**config.mk**
```make
export PLATFORM = sky130hd
export DESIGN_NAME = sem_host
export DESIGN_NICKNAME = d
export VERILOG_FILES = /design/src/rtl/sem_host_pkg.sv /design/src/rtl/sem_sync_if.sv /design/src/rtl/sem_host.sv /design/src/rtl/sem_in_sync.sv
export SDC_FILE = /design/constraint.sdc
export NUM_CORES = 1
export LEC_CHECK = 0
export BUFFER_PORTS_ARGS = -buffer_cell sky130_fd_sc_hd__buf_2
export CAP_MARGIN = 40
export CORE_MARGIN = 2
export CORE_UTILIZATION = 55
export DETAILED_ROUTE_END_ITERATION = 16
export PLACE_DENSITY = 0.79
export SETUP_SLACK_MARGIN = 0.3
export SYNTH_ARGS = -nofsm -noshare
export SYNTH_HDL_FRONTEND = slang
export SYNTH_SLANG_ARGS = --single-unit
```
**constraint.sdc**
```tcl
create_clock -name sys_clk_i -period 5.3 [get_ports sys_clk_i]
set_clock_uncertainty 0.05 [all_clocks]
set_input_delay 0.265 -clock sys_clk_i [delete_from_list [all_inputs] [get_ports sys_clk_i]]
set_output_delay 0.265 -clock sys_clk_i [all_outputs]
set_load 0.01 [all_outputs]
```
**src/rtl/sem_host_pkg.sv**
```systemverilog
// Constants for the semaphore-port host controller.
// Assumes a 100 MHz system clock; all pin timings are converted to cycles here.
package sem_host_pkg;

  localparam int CLK_PERIOD_NS = 10;
  localparam int FLAG_COUNT = 8;
  localparam int INDEX_WIDTH = 3;
  localparam int DATA_WIDTH = 18;

  // Pin timing figures in ns (slower grade, so both grades are met)
  localparam int WRITE_PULSE_NS = 15;
  localparam int SEM_ADDR_ACCESS_NS = 20;
  localparam int BUSY_RELEASE_TO_DATA_DELAY_NS = 17;
  localparam int UPDATE_PULSE_NS = 10;
  localparam int WRITE_TO_READ_NS = 5;

  // Least times, rounded up to whole cycles, at least one
  function automatic int min_cycles(input int t_ns);
    int c;
    c = (t_ns + CLK_PERIOD_NS - 1) / CLK_PERIOD_NS;
    return (c < 1) ? 1 : c;
  endfunction : min_cycles

  localparam int WRITE_PULSE_CYC = min_cycles(WRITE_PULSE_NS);
  localparam int ACCESS_NS = (SEM_ADDR_ACCESS_NS > BUSY_RELEASE_TO_DATA_DELAY_NS) ?
                             SEM_ADDR_ACCESS_NS : BUSY_RELEASE_TO_DATA_DELAY_NS;
  localparam int ACCESS_CYC = min_cycles(ACCESS_NS);
  localparam int GAP_NS = (UPDATE_PULSE_NS > WRITE_TO_READ_NS) ? UPDATE_PULSE_NS : WRITE_TO_READ_NS;
  localparam int GAP_CYC = min_cycles(GAP_NS);
  // Input synchroniser: three stages plus the agreement register
  localparam int SYNC_LATENCY_CYC = 4;
  localparam int READ_WAIT_CYC = ACCESS_CYC + SYNC_LATENCY_CYC;

  localparam int CNT_WIDTH = 4;
  localparam logic [CNT_WIDTH-1:0] CNT_ZERO = 4'h0;
  localparam logic [CNT_WIDTH-1:0] CNT_ONE = 4'h1;

  typedef enum logic [1:0]
  {
    CMD_READ = 2'h0,
    CMD_WRITE = 2'h1,
    CMD_ACQUIRE = 2'h2,
    CMD_RELEASE = 2'h3
  } cmd_type;

  // Gray order along write, gap, read, sample
  typedef enum logic [2:0]
  {
    ST_IDLE = 3'h0,
    ST_SETUP = 3'h1,
    ST_WLOW = 3'h3,
    ST_WEND = 3'h2,
    ST_GAP = 3'h6,
    ST_READ = 3'h7,
    ST_SAMPLE = 3'h5
  } state_type;

  // Flag written to claim a semaphore, and value that means granted
  localparam logic FLAG_CLAIM = 1'h0;
  localparam logic FLAG_FREE = 1'h1;

endpackage : sem_host_pkg

```
**src/rtl/sem_sync_if.sv**
```systemverilog
// Carrier between the host core and its input synchroniser.
// Assumes both ends share sys_clk_i.
`timescale 1ns/1ns
`default_nettype none
interface sem_sync_if #(parameter int WIDTH = 18);
  logic [WIDTH-1:0] raw;
  logic [WIDTH-1:0] stable;
  modport sync_side (input raw, output stable);
  modport user_side (output raw, input stable);
endinterface : sem_sync_if
`default_nettype wire

```
**src/rtl/sem_host.sv**
```systemverilog
// Host controller for one port of a dual-port memory's semaphore flags.
// Assumes the pins go straight to the device port; data pins are split into in, out and enable.
`timescale 1ns/1ns
`default_nettype none
module sem_host
(
  input wire logic sys_clk_i,
  input wire logic reset_i,
  input wire logic req_valid_i,
  input wire sem_host_pkg::cmd_type req_cmd_i,
  input wire logic [sem_host_pkg::INDEX_WIDTH-1:0] req_index_i,
  input wire logic req_value_i,
  output logic req_ready_o,
  output logic done_o,
  output logic flag_o,
  output logic granted_o,
  output logic lines_agree_o,
  output logic semaphore_select_n_o,
  output logic chip_enable_n_o,
  output logic upper_lane_select_n_o,
  output logic lower_lane_select_n_o,
  output logic read_write_o,
  output logic output_enable_n_o,
  output logic [sem_host_pkg::INDEX_WIDTH-1:0] addr_o,
  input wire logic [sem_host_pkg::DATA_WIDTH-1:0] data_i,
  output logic [sem_host_pkg::DATA_WIDTH-1:0] data_o,
  output logic data_oe_o
);

  typedef struct packed
  {
    sem_host_pkg::state_type state;
    logic [sem_host_pkg::CNT_WIDTH-1:0] cnt;
    sem_host_pkg::cmd_type cmd;
    logic [sem_host_pkg::INDEX_WIDTH-1:0] index;
    logic wvalue;
    logic done;
    logic flag;
    logic granted;
    logic agree;
    logic sel_n;
    logic rw;
    logic oe_n;
    logic doe;
  } host_type;

  host_type cur_ff;
  host_type nxt_ff;

  sem_sync_if #(.WIDTH(sem_host_pkg::DATA_WIDTH)) data_sync ();

  assign data_sync.raw = data_i;

  sem_in_sync #(.WIDTH(sem_host_pkg::DATA_WIDTH)) u_data_sync
  (
    .sys_clk_i(sys_clk_i),
    .reset_i(reset_i),
    .port(data_sync.sync_side)
  );

  always_comb
  begin
    nxt_ff = cur_ff;
    nxt_ff.done = 1'b0;
    unique case (cur_ff.state)
      sem_host_pkg::ST_IDLE:
      begin
        if (req_valid_i)
        begin
          nxt_ff.cmd = req_cmd_i;
          nxt_ff.index = req_index_i;
          unique case (req_cmd_i)
            sem_host_pkg::CMD_ACQUIRE: nxt_ff.wvalue = sem_host_pkg::FLAG_CLAIM;
            sem_host_pkg::CMD_RELEASE: nxt_ff.wvalue = sem_host_pkg::FLAG_FREE;
            default: nxt_ff.wvalue = req_value_i;
          endcase
          if (req_cmd_i == sem_host_pkg::CMD_READ)
          begin
            nxt_ff.state = sem_host_pkg::ST_READ;
            nxt_ff.cnt = 4'(sem_host_pkg::READ_WAIT_CYC);
          end
          else
          begin
            nxt_ff.state = sem_host_pkg::ST_SETUP;
          end
        end
      end
      sem_host_pkg::ST_SETUP:
      begin
        nxt_ff.state = sem_host_pkg::ST_WLOW;
        nxt_ff.cnt = 4'(sem_host_pkg::WRITE_PULSE_CYC);
      end
      sem_host_pkg::ST_WLOW:
      begin
        if (cur_ff.cnt == sem_host_pkg::CNT_ONE)
        begin
          nxt_ff.state = sem_host_pkg::ST_WEND;
        end
        else
        begin
          nxt_ff.cnt = cur_ff.cnt - sem_host_pkg::CNT_ONE;
        end
      end
      sem_host_pkg::ST_WEND:
      begin
        // Select stays low for the cycle that read/write rises
        nxt_ff.state = sem_host_pkg::ST_GAP;
        nxt_ff.cnt = 4'(sem_host_pkg::GAP_CYC);
      end
      sem_host_pkg::ST_GAP:
      begin
        if (cur_ff.cnt > sem_host_pkg::CNT_ONE)
        begin
          nxt_ff.cnt = cur_ff.cnt - sem_host_pkg::CNT_ONE;
        end
        else if (cur_ff.cmd == sem_host_pkg::CMD_ACQUIRE)
        begin
          // Read back to learn whether the claim won
          nxt_ff.state = sem_host_pkg::ST_READ;
          nxt_ff.cnt = 4'(sem_host_pkg::READ_WAIT_CYC);
        end
        else
        begin
          nxt_ff.state = sem_host_pkg::ST_IDLE;
          nxt_ff.done = 1'b1;
        end
      end
      sem_host_pkg::ST_READ:
      begin
        // Longer of access time and busy delay, plus synchroniser latency
        if (cur_ff.cnt == sem_host_pkg::CNT_ONE)
        begin
          nxt_ff.state = sem_host_pkg::ST_SAMPLE;
        end
        else
        begin
          nxt_ff.cnt = cur_ff.cnt - sem_host_pkg::CNT_ONE;
        end
      end
      sem_host_pkg::ST_SAMPLE:
      begin
        nxt_ff.flag = data_sync.stable[0];
        nxt_ff.agree = (&data_sync.stable) | ~(|data_sync.stable);
        nxt_ff.granted = (cur_ff.cmd == sem_host_pkg::CMD_ACQUIRE) &&
                         (data_sync.stable[0] == sem_host_pkg::FLAG_CLAIM);
        nxt_ff.state = sem_host_pkg::ST_IDLE;
        nxt_ff.done = 1'b1;
      end
      default:
      begin
        nxt_ff.state = sem_host_pkg::ST_IDLE;
      end
    endcase
    // Pin levels follow the next state so they leave flip-flops
    nxt_ff.sel_n = !(nxt_ff.state == sem_host_pkg::ST_SETUP || nxt_ff.state == sem_host_pkg::ST_WLOW ||
                     nxt_ff.state == sem_host_pkg::ST_WEND || nxt_ff.state == sem_host_pkg::ST_READ ||
                     nxt_ff.state == sem_host_pkg::ST_SAMPLE);
    nxt_ff.rw = (nxt_ff.state != sem_host_pkg::ST_WLOW);
    nxt_ff.oe_n = !(nxt_ff.state == sem_host_pkg::ST_READ ||
                    nxt_ff.state == sem_host_pkg::ST_SAMPLE);
    nxt_ff.doe = (nxt_ff.state == sem_host_pkg::ST_SETUP || nxt_ff.state == sem_host_pkg::ST_WLOW ||
                  nxt_ff.state == sem_host_pkg::ST_WEND);
  end

  always_ff @(posedge sys_clk_i or posedge reset_i)
  begin
    if (reset_i)
    begin
      cur_ff <= '{state: sem_host_pkg::ST_IDLE, cmd: sem_host_pkg::CMD_READ, cnt: sem_host_pkg::CNT_ZERO,
                  index: '0, wvalue: 1'b0, done: 1'b0, flag: 1'b0, granted: 1'b0, agree: 1'b0,
                  sel_n: 1'b1, rw: 1'b1, oe_n: 1'b1, doe: 1'b0};
    end
    else
    begin
      cur_ff <= nxt_ff;
    end
  end

  assign req_ready_o = (cur_ff.state == sem_host_pkg::ST_IDLE);
  assign done_o = cur_ff.done;
  assign flag_o = cur_ff.flag;
  assign granted_o = cur_ff.granted;
  assign lines_agree_o = cur_ff.agree;
  assign semaphore_select_n_o = cur_ff.sel_n;
  // Memory array kept unselected at all times
  assign chip_enable_n_o = 1'b1;
  assign upper_lane_select_n_o = 1'b1;
  assign lower_lane_select_n_o = 1'b1;
  assign read_write_o = cur_ff.rw;
  assign output_enable_n_o = cur_ff.oe_n;
  assign addr_o = cur_ff.index;
  // Value on every line; the device keeps only line zero
  assign data_o = {sem_host_pkg::DATA_WIDTH{cur_ff.wvalue}};
  assign data_oe_o = cur_ff.doe;

endmodule : sem_host
`default_nettype wire

```
**src/rtl/sem_in_sync.sv**
```systemverilog
// Three-stage synchroniser for pins read by the host.
// Assumes asynchronous pin levels; a change is taken once stages two and three agree.
`timescale 1ns/1ns
`default_nettype none
module sem_in_sync #(parameter int WIDTH = 18)
(
  input wire logic sys_clk_i,
  input wire logic reset_i,
  sem_sync_if.sync_side port
);

  typedef struct packed
  {
    logic [WIDTH-1:0] s1;
    logic [WIDTH-1:0] s2;
    logic [WIDTH-1:0] s3;
    logic [WIDTH-1:0] stable;
  } sync_type;

  sync_type cur_ff;
  sync_type nxt_ff;

  always_comb
  begin
    nxt_ff = cur_ff;
    nxt_ff.s1 = port.raw;
    nxt_ff.s2 = cur_ff.s1;
    nxt_ff.s3 = cur_ff.s2;
    for (int i = 0; i < WIDTH; i++)
    begin
      if (cur_ff.s2[i] == cur_ff.s3[i])
      begin
        nxt_ff.stable[i] = cur_ff.s3[i];
      end
    end
  end

  always_ff @(posedge sys_clk_i or posedge reset_i)
  begin
    if (reset_i)
    begin
      cur_ff <= '0;
    end
    else
    begin
      cur_ff <= nxt_ff;
    end
  end

  assign port.stable = cur_ff.stable;

endmodule : sem_in_sync
`default_nettype wire

```
# Word-level counts from Yosys, hierarchy flattened
# Index checks and enable logic that the tools add are counted.
[word_totals]
wordCells = 109
regBits = 93
input_bits = 27
output_inout_bits = 33
[classes]
reduce_logical = 16
n_mux = 16
n_bitwise = 3
addsub = 1
eq_ne = 38
magnitude_cmp = 1
[ops]
columns = ["cell", "count"]
rows = [
  ["$pmux 4 s5", 1],
  ["$eq 1x1->1", 18],
  ["$pmux 3 s6", 1],
  ["$reduce_and 18->1", 1],
  ["$reduce_or 18->1", 1],
  ["$mux 4", 4],
  ["$eq 3x3->1 const B", 5],
  ["$mux 3", 5],
  ["$mux 13", 1],
  ["$eq 3x2->1 const B", 4],
  ["$eq 2x2->1 const B", 3],
  ["$eq 3x1->1 const B", 2],
  ["$logic_or 1x1->1", 5],
  ["$reduce_and 5->1", 1],
  ["$reduce_bool 5->1", 1],
  ["$eq 4x1->1 const B", 1],
  ["$gt 4x1->1 const B", 1],
  ["$ne 2x2->1 const B", 2],
  ["$pmux 1 s2", 2],
  ["$sub 4x1->4 const B", 1],
  ["$logic_not 3->1", 1],
  ["$ne 3x2->1 const B", 1],
  ["$ne 3x3->1 const B", 1],
  ["$logic_not 1->1", 2],
  ["other kinds (8)", 10],
]

# Logic depth before layout (Yosys ltp)
# Gate-level depths: netlist of run 1.
[depth]
depth_word = 10
depth_mapped = 7
depth_no_buf = 7

# Cells and area by module
# From an unflattened synthesis of run 1, not the netlist that was laid out.
[unflattened]
hier_cells = 247
hier_area_um2 = 3500.9
[by_module_without_submodules]
columns = ["mod", "seq_area_each_um2", "instances", "area_per_inst_um2", "cells_per_inst"]
rows = [
  ["sem_in_sync", 1801.7, 1, 2143.3, 109],
  ["sem_host", 529.3, 1, 1357.6, 138],
]

# Worst setup path after synthesis of run 1
# Ideal clock, no wire load.
[synth_path]
path_kind = "register -> register"
startpoint = "reg cur_ff[14] (netlist bit)"
endpoint = "reg cur_ff[16] (netlist bit)"
arrival_time_ns = 1.567
path_stages_with_launch = 8
setup_time_ns = 0.125
t_required_ns = 5.125
synth_period_minus_slack_ns = 1.742
setup_slack_ns = 3.558
n_path_buf = 0
cell_sequence = "dfrtp_1 inv_1 ha_1 nor2_1 nor4b_4 a32oi_2 nand2b_4 mux2_4"
[synth_between]
elab_chain_cells = 3
word_cells_on_any_way = 9
cone_classes = "add/sub (1); order compare (1); eq/ne (3); mux (3); reduce/logical (1)"
[synth_rtl]
columns = ["item", "line", "text"]
rows = [
  ["from (decl)", "sem_host.sv:47", "host_type cur_ff;"],
  ["from (signal assigned)", "sem_host.sv:169", "cur_ff <= '{state: sem_host_pkg::ST_IDLE, cmd: sem_host_pkg::CMD_READ, cnt: sem_host_pkg::CNT_ZERO,"],
  ["from (signal assigned)", "sem_host.sv:175", "cur_ff <= nxt_ff;"],
  ["$sub 4x1->4 (tied with other cells)", "sem_host.sv:101, sem_host.sv:114, sem_host.sv:137", ""],
  ["$mux 4 (tied with other cells)", "sem_host.sv:95, sem_host.sv:131", ""],
  ["$pmux 4 s5 / $reduce_and 5->1 (equally long branches)", "-", ""],
]
# Parallel ways exist; a longest one is shown, timed or not. The select of a mux whose other input is x is not followed.
# A chain may end at the register's enable or synchronous reset.

# Final worst setup path of run 1
# Same ends and word-level chain as after synthesis.

==> flow_summary.ini, run 1 <==
[status]
status = finished clean

[synth]
ys_ff_latch = 93
synthXorXnorAreaFrac_pct = 0.2644
ys.flop_type = dfrtp_1
synth-simple-area-share_pct = 7.515
ys_seq_area_share_pct = 70.35
synth_top_family_by_area = simple AND/OR/NAND/NOR gates
synth.yosys.warnings = 0
avgSynthCellArea_um2 = 14.66
synth.area.mux_share_pct = 3.399
synth_fa_ha_area_share_pct = 6.193
syn_inst = 226
syn_area_um2 = 3313
synth-edff-count = 0
yosysUniqueCellTypes = 43
synth_compound_area_share_pct = 5.589
async_flop_share_pct = 100.0

[clocking]
cts_tree = built
clk_pin_slew_ps = 80
clkLatencyLatePin_ps = 350
cts.sinks = 93
h-tree-depth = 3
root_buffer = clkbuf_8
numCtsBuffers = 9
cts_buffer_depth = 2
cts-resized-gates = 0

[cells_and_area]
n_antenna_cell = 0
syn2layout_area_growth_pct = 16.99
layout.nets = 316
final_core_util_pct = 65.86
drive_above_1_share_pct = 30.58
num-fill-cells = 438
layout_common_cells = 90 x dfrtp_1, 56 x buf_2, 19 x dlygate4sd3_1, 18 x maj3_1
final_common_cell = dfrtp_1

[setup_path]
end_kind = flop
arrival_ps = 2090
reg2reg_from = cur_ff[14]
critical_path_class = reg -> reg
r2r-end = cur_ff[16]
critical_path_peak_fanout = 4
reg2reg_slack_ps = 3400
rr_worst_depth = 7
start_kind = flop
worstPathRequired_ps = 5490

[pwr]
seqPwrFrac_pct = 49.4
power_frac_comb_pct = 28.0
clkPwrFrac_pct = 22.6
p_int_mw = 1.264
p_leak_nw = 1.776
p_switching_mw = 0.6051
ir_worst_vdd_mv = 0.2663
powerDensity_nw_per_um2 = 482.3
netSwitchingFraction_pct = 32.37

[routing]
drc = 0
wl_per_cell_um = 12.87
vias_per_cell = 4.970
drt_iter0_drc = 136
vias = 1819
dr.pass1.iters = 4
ant_nets = 0
wirelength_mm = 4.709

[placed_design]
io_buffers = 56
post-place-ws_ps = 3397
gp_congestion = 0.7098
dpl.hpwl_mm = 3.131

[die]
die_w_um = 81.62
die_h_um = 81.62
row_count = 28
coreArea_um2 = 5886
dieArea_um2 = 6661
ios = 60
start_util_pct = 56.29

[global_routing]
overflow = 0
antenna_found_initial = 0
grt_usage_pct = 16.65
grt_pass1_vias = 1772
grt_pass1_wl_mm = 8.024
grt_max_degree = 69

[sta]
fin_crit_sh_pct = 35.86
slew_headroom_pct = 48.10
hold_viol_final = 0
whs_ps = 94.98
worst_pin_slew_ps = 778.5
min_period_ps = 1900
slew_violations = 0
setup_slack_ps = 3400
setup_viol = 0
fmax_mhz = 526.2
rsz0062_at_grt = no
setup_tns_ps = 0

[worst_hold_path]
min_from = req_index_i[2]
hold_class = in -> reg
hold_path_depth = 2
holdPathEnd = addr_o[2]

[flow_run]
maxCapViolCount = 0
==> power by group through the flow <==
stage	sequential [mW]	combinational, mW	clock (mW)
3_3_place_gp	0.934	0.502	0
2_1_floorplan	0.912	0.485	0
5_1_grt	0.948	0.589	0.477
4_1_cts	0.925	0.530	0.440
6_report	0.923	0.523	0.423
3_5_place_dp	0.938	0.519	0
==> synthesized netlist by cell type (2+ instances only) <==
cell type	n	area share [%]
nand2_1	10	1.1
nand2b_1	2	0.38
buf_2	3	0.45
and2_1	2	0.38
mux2i_1	3	0.91
inv_1	4	0.45
nor4_1	5	0.94
nand4_1	4	0.76
nand3_1	2	0.30
o21ai_1	2	0.30
mux2_2	6	2.0
a21oi_1	6	0.91
dfstp_2	3	2.4
buf_4	24	5.4
a21o_1	5	1.1
ha_1	2	0.76
o31ai_1	2	0.45
maj3_1	18	5.4
dfrtp_1	90	68
nor3_1	3	0.45
nor2_1	8	0.91
==> worst max-delay path by stage <==
stage	slack, ps	to	startpoint	depth (start not counted)
2_1_floorplan	2570	addr_o[0]	reset_i	1
3_5_place_dp	3400	cur_ff[16]	cur_ff[14]	7
5_1_grt	3260	cur_ff[16]	cur_ff[14]	7
3_3_place_gp	3470	cur_ff[16]	cur_ff[14]	7
6_report	3400	cur_ff[16]	cur_ff[14]	7
4_1_cts	3390	cur_ff[16]	cur_ff[14]	7
==> layout make-up <==
| cell class | instances | area [um^2] | area share [%] |
|---|---|---|---|
| Tap cell | 75 | 93.84 | 2.421 |
| Sequential cell | 93 | 2331 | 60.14 |
| Clock inverter | 5 | 43.79 | 1.130 |
| Multi-Input combinational cell | 102 | 772.0 | 19.92 |
| Inverter | 5 | 20.02 | 0.5165 |
| Clock buffer | 10 | 137.6 | 3.551 |
| Timing Repair Buffer | 76 | 478.0 | 12.33 |
==> cells by family (layout without fill, tap and decap cells) <==
| group | count (synthesis) | count (layout) |
|---|---|---|
| buf+inv | 33 | 96 |
| other cells | 1 | 3 |
| mux | 10 | 10 |
| compound gates | 25 | 25 |
| flops | 93 | 93 |
| xor+xnor | 1 | 1 |
| fa+ha+maj | 20 | 20 |
| simple gates | 43 | 43 |
==> flip-flops by register name, indices dropped and copies added (netlist names) <==
| name | flops |
|---|---|
| data_o | 1 |
| cur_ff | 9 |
| flag_o | 1 |
| semaphore_select_n_o | 1 |
| lines_agree_o | 1 |
| data_oe_o | 1 |
| done_o | 1 |
| u_data_sync.cur_ff | 54 |
| addr_o | 3 |
| u_data_sync.port.stable | 18 |
| output_enable_n_o | 1 |
| granted_o | 1 |
| read_write_o | 1 |
==> worst max-delay path: stages (launching register included) <==
cell      delay [ps]
dfrtp_1          410
inv_1            110
ha_1             230
nor2_1           100
nor4b_4          320
a32oi_2          130
nand2b_4         140
mux2_4           300
==> routing by layer <==
layer	vias to the layer above	track usage, %	part of all wire [%]
met1	874	21.40	46
met5	-	0	0
li1	877	-	-
met2	57	25.25	46
met3	11	4.505	5.8
met4	0	10.50	2.5
==> what timing repair did <==
| item | in CTS | in global routing |
|---|---|---|
| hold buffers | 19 | 0 |
| hold endpoints to repair | 40 | 0 |
| buffers inserted | 0 | 0 |
==> metrics by stage <==
| step | instance area (um^2) | cells | power [mW] |
|---|---|---|---|
| after floorplan | 3321 | 228 | 1.396 |
| after global placement | 3505 | 332 | 1.437 |
| after detailed placement | 3505 | 332 | 1.458 |
| after CTS | 3876 | 366 | 1.894 |
| after global routing | 3876 | 366 | 2.014 |
| final | 3876 | 366 | 1.870 |
Note: power is estimated with default switching activity, not from simulation.
==> inputs of run 2 (changes only) <==
--- a/config.mk
+++ b/config.mk
@@ -8,9 +8,9 @@
 export BUFFER_PORTS_ARGS = -buffer_cell sky130_fd_sc_hd__buf_2
 export CAP_MARGIN = 40
 export CORE_MARGIN = 2
-export CORE_UTILIZATION = 55
+export CORE_UTILIZATION = 49
 export DETAILED_ROUTE_END_ITERATION = 16
-export PLACE_DENSITY = 0.79
+export PLACE_DENSITY = 0.74
 export SETUP_SLACK_MARGIN = 0.3
 export SYNTH_ARGS = -nofsm -noshare
 export SYNTH_HDL_FRONTEND = slang
==> constraint.sdc (replaced) <==
create_clock -name sys_clk_i -period 1.6 [get_ports sys_clk_i]
set_clock_uncertainty 0.05 [all_clocks]
set_input_delay 0.08 -clock sys_clk_i [delete_from_list [all_inputs] [get_ports sys_clk_i]]
set_output_delay 0.08 -clock sys_clk_i [all_outputs]
set_load 0.01 [all_outputs]
==> run 2 against run 1 <==
The run now ends with negative setup slack left. Sequential share of layout area down 6.3 points. Flip-flop and latch count unchanged. Critical endpoint unchanged. Utilization up 1.2 points. Hold slack worse by 69 ps. Register-to-register slack worse by 3500 ps. Non-clock buffer count up 34.
==> flow_summary.ini, run 2 (synthesized netlist as in run 1, its figures left out) <==
[status]
status = complete, but fails checks
violations = negative setup slack

[cells_and_area]
drive_above_1_share_pct = 41.72
layout.nets = 350
multi_input_area_um2 = 909.6
n_antenna_cell = 0
num-fill-cells = 450
register_area_um2 = 2332
final_cell_count_no_fill = 403
largest_reg_flops = 54
final_common_cell = dfrtp_1
largest_register = u_data_sync.cur_ff
layout_common_cells = 89 x dfrtp_1, 56 x buf_2, 25 x dlygate4sd3_1, 22 x buf_4, 18 x maj3_1
syn2layout_area_growth_pct = 30.66

[setup_path]
path_delay_family = flip-flops
arrival_ps = 1880
path_buf_inv = 1
reg2reg_slack_ps = -90
end_kind = flop
start_kind = flop
cp_slowest_cell = dfrtp_1
critical_path_peak_fanout = 3
reg2reg_from = cur_ff[14]
r2r-end = cur_ff[16]
rr_worst_depth = 7
path_cells = inv_2, ha_4, nor2_4, nor4b_4, a32oi_2, nand2b_4, mux2_4
worstPathRequired_ps = 1790
critical_path_class = reg -> reg
cpPeakStageDelay_ps = 430

[sta]
setup_slack_ps = -87.27
slew_violations = 0
fin_crit_sh_pct = 105.5
rsz0062_at_grt = yes
hold_viol_final = 0
min_period_ps = 1687
setup_viol = 5
fmax_mhz = 592.7

[die]
row_count = 29
ios = 60
dieArea_um2 = 7436
die_w_um = 86.23
coreArea_um2 = 6459
die_h_um = 86.23
start_util_pct = 51.30

[global_routing]
overflow = 0
grt_pass1_vias = 1988
grt_pass1_wl_mm = 9.045
grt_usage_pct = 16.14
antenna_found_initial = 0
grt_max_degree = 94

[clocking]
clkLatencyLatePin_ps = 350
numCtsBuffers = 9
h-tree-depth = 3
clk_pin_slew_ps = 90
cts.sinks = 93
cts_tree = built
cts_buffer_depth = 2
root_buffer = clkbuf_8

[routing]
wirelength_mm = 5.481
dr.pass1.iters = 4
vias = 1994
wl_per_cell_um = 13.60
ant_nets = 0
vias_per_cell = 4.948
drc = 0
drt_iter0_drc = 125

[flow_run]
maxCapViolCount = 0

[pwr]
total_power_mw = 7.145
powerDensity_nw_per_um2 = 1651
ir_worst_vdd_mv = 0.9021
p_leak_nw = 1.986

[placed_design]
io_buffers = 56
dp_cells = 351
dpl.hpwl_mm = 3.324
gp_congestion = 0.8759

[worst_hold_path]
min_from = req_cmd_i[0]
hold_class = in -> reg
holdPathEnd = data_o[0]
hold_path_depth = 3
## run 2: final cells by class
cell class | count | area share, %
multi-input cells | 102 | 21.01
inverters | 5 | 0.5202
clock inverters | 4 | 0.6936
clock buffers | 12 | 3.584
repair buffers | 110 | 18.09
flip-flops and latches | 93 | 53.87
well taps | 77 | 2.225
## run 2: worst min-delay path: cells and delay by family
family / cells / cell delay, ps
buf+inv: 1 / 100
compound gates: 1 / 130
mux: 1 / 80
## run 2: how the worst max path moves through the flow
stage                    start  cells past startpoint          to  slack [ps]
global placement    cur_ff[15]                      7  cur_ff[16]         -20
finish              cur_ff[14]                      7  cur_ff[16]         -90
CTS                 cur_ff[14]                      7  cur_ff[16]         -80
floorplan           cur_ff[14]                      7  cur_ff[16]        -130
detailed placement  cur_ff[15]                      7  cur_ff[16]        -120
global route        cur_ff[14]                      7  cur_ff[16]        -170
## run 2: metrics by stage
stage               area [um^2]  setup TNS (ps)  util [%]  setup slack, ps  hold slack (ps)
detailed placement         3680          -371.8     56.97           -119.0            139.3
CTS                        4259          -184.5     65.94           -75.20           0.6165
finish                     4329          -181.6     67.03           -87.27            25.61
floorplan                  3354          -164.1         -           -130.0            61.43
global placement           3680          -22.93     56.97           -22.93            137.3
global route               4329          -763.1     67.03           -170.5            59.56
## run 2: what timing repair did
action / CTS / global route
endpoints found under the hold margin: 114 / 0
hold buffers: 25 / 0
setup buffers: 8 / 3
gates resized for setup: 22 / 10
pin swaps: 6 / 2
endpoints found under the setup margin: 26 / 22
## run 2: power breakdown
group          total, mW  internal (mW)  switching (mW)
clock               1.42          0.656           0.769
combinational       2.74           1.46            1.28
sequential          2.98           2.72           0.260
total               7.15           4.84            2.31
## run 2: routing by layer
metal | routed length [um] | vias to the layer above | global-route usage, %
met1 | 2449 | 974 | 21.02
li1 | - | 945 | -
met3 | 226 | 13 | 3.429
met2 | 2673 | 62 | 25.93
met4 | 131 | 0 | 8.097
met5 | 0 | - | 0
==> inputs of run 3 (changes only) <==
--- a/config.mk
+++ b/config.mk
@@ -8,9 +8,9 @@
 export BUFFER_PORTS_ARGS = -buffer_cell sky130_fd_sc_hd__buf_2
 export CAP_MARGIN = 40
 export CORE_MARGIN = 2
-export CORE_UTILIZATION = 49
+export CORE_UTILIZATION = 35
 export DETAILED_ROUTE_END_ITERATION = 16
-export PLACE_DENSITY = 0.74
+export REMOVE_ABC_BUFFERS = 1
 export SETUP_SLACK_MARGIN = 0.3
 export SYNTH_ARGS = -nofsm -noshare
 export SYNTH_HDL_FRONTEND = slang
==> run 3 against run 2 <==
The flow still finishes with violations (negative setup slack). Non-clock buffer count is 9 higher. Fmax hardly changed. Count of clock-buffer cells in the layout stayed put. Critical path type unchanged. Clock power hardly changed. Critical path depth is 1 lower.
==> flow_summary.ini, run 3 (synthesized netlist as in run 1, its figures left out) <==
[status]
status = complete, but fails checks
violations = negative setup slack

[setup_path]
worstPathRequired_ps = 1800
reg2reg_slack_ps = -90
critical_path_class = reg -> reg
arrival_ps = 1880
reg2reg_from = cur_ff[14]
endpoint = cur_ff[16]
rr_worst_depth = 6
r2r-end = cur_ff[16]
end_kind = flop
critical_path_peak_fanout = 3
start_kind = flop
crit_path_start = cur_ff[14]

[placed_design]
post-place-ws_ps = -166.9
place_area_um2 = 3740
dpl.hpwl_mm = 3.580
gp_congestion = 0.8336
io_buffers = 56

[cells_and_area]
num-fill-cells = 829
register_area_um2 = 2335
largest_register = u_data_sync.cur_ff
layout.nets = 359
multi_input_area_um2 = 955.9
largest_reg_flops = 54
final_common_cell = dfrtp_1
n_antenna_cell = 0
layout_common_cells = 87 x dfrtp_1, 55 x buf_2, 29 x buf_4, 26 x dlygate4sd3_1, 18 x maj3_1
syn2layout_area_growth_pct = 35.80
final_area_um2 = 4499
drive_above_1_share_pct = 45.97

[die]
die_h_um = 101.3
coreArea_um2 = 9196
die_w_um = 101.3
dieArea_um2 = 10260
ios = 60
row_count = 35
start_util_pct = 36.03

[clocking]
cts.sinks = 93
root_buffer = clkbuf_8
clkLatencyLatePin_ps = 360
cts_tree = built
clk_pin_slew_ps = 90
numCtsBuffers = 9
h-tree-depth = 3
cts_buffer_depth = 2

[sta]
slew_violations = 0
rsz0062_at_grt = yes
fin_crit_sh_pct = 105.5
setup_tns_ps = -269.3
fmax_mhz = 592.5
setup_viol = 6
min_period_ps = 1688
hold_viol_final = 0
setup_slack_ps = -87.73

[flow_run]
maxCapViolCount = 0

[global_routing]
grt_max_degree = 30
antenna_found_initial = 0
grt_usage_pct = 11.47
overflow = 0
grt_pass1_wl_mm = 8.963
grt_pass1_vias = 1967

[pwr]
powerDensity_nw_per_um2 = 1626
p_leak_nw = 2.049
ir_worst_vdd_mv = 0.6631

[routing]
vias_per_cell = 4.383
wl_per_cell_um = 12.69
dr.pass1.iters = 4
vias = 1955
wirelength_mm = 5.659
drt_iter0_drc = 43
ant_nets = 0
drc = 0

[worst_hold_path]
hold_class = in -> reg
## run 3: cell types whose count changed in the layout (fill, tap and decap cells not counted), moves of 2 or more
cell	delta
buf_4	+7
nand2_1	-4
nor2_2	+2
dfrtp_1	-2
dfrtp_2	+2
nand2_2	+3
## run 3: layout make-up
cell class | instances | share of cell area, %
Sequential cell | 93 | 51.89
Multi-Input combinational cell | 102 | 21.25
Timing Repair Buffer | 119 | 19.38
Clock buffer | 12 | 3.226
Tap cell | 111 | 3.087
Clock inverter | 4 | 0.7230
Inverter | 5 | 0.4449
## run 3: routing by layer
layer	global-route usage (%)	vias to the layer above	part of all wire, %	routed length, um
li1	-	954	-	-
met2	18.03	33	50	2813
met4	4.054	0	1.4	80
met1	14.46	962	45	2538
met5	0	-	0	0
met3	4.555	6	4.0	225
## run 3: report_power, final
part / internal, mW / switching (mW)
logic: 1.58 / 1.32
clock network: 0.620 / 0.795
registers: 2.72 / 0.272
## run 3: stage by stage
step	hold slack, ps	util [%]	power (mW)	std cells
2_1_floorplan	61.43	-	4.230	200
3_3_place_gp	51.20	40.67	5.208	390
3_5_place_dp	55.20	40.67	5.230	390
4_1_cts	45.10	47.31	7.056	440
5_1_grt	110.3	48.93	7.786	446
6_report	86.16	48.93	7.314	446
## run 3: how the worst min path moves through the flow
stage	start	end	slack [ps]	cells past startpoint
finish	req_valid_i	data_o[0]	90	3
detailed placement	reset_i	done_o	60	2
global route	req_valid_i	data_o[0]	110	3
global placement	reset_i	cur_ff[16]	50	2
floorplan	data_i[0]	u_data_sync.cur_ff[54]	60	0
CTS	req_valid_i	data_o[0]	50	3
## run 3: timing repair
item,4_1_cts,5_1_grt
hold buffers,26,0
setup buffers,8,6
gates resized for setup,28,26
hold endpoints to repair,44,0
pin swaps,10,9
setup endpoints to repair,40,22
## run 3: worst max-delay path, stage by stage (launching register included)
cell and delay [ps]:
dfrtp_1 440, ha_4 200, buf_6 120, and2_4 140
a32oi_4 250, nand2b_4 80, mux2_4 290
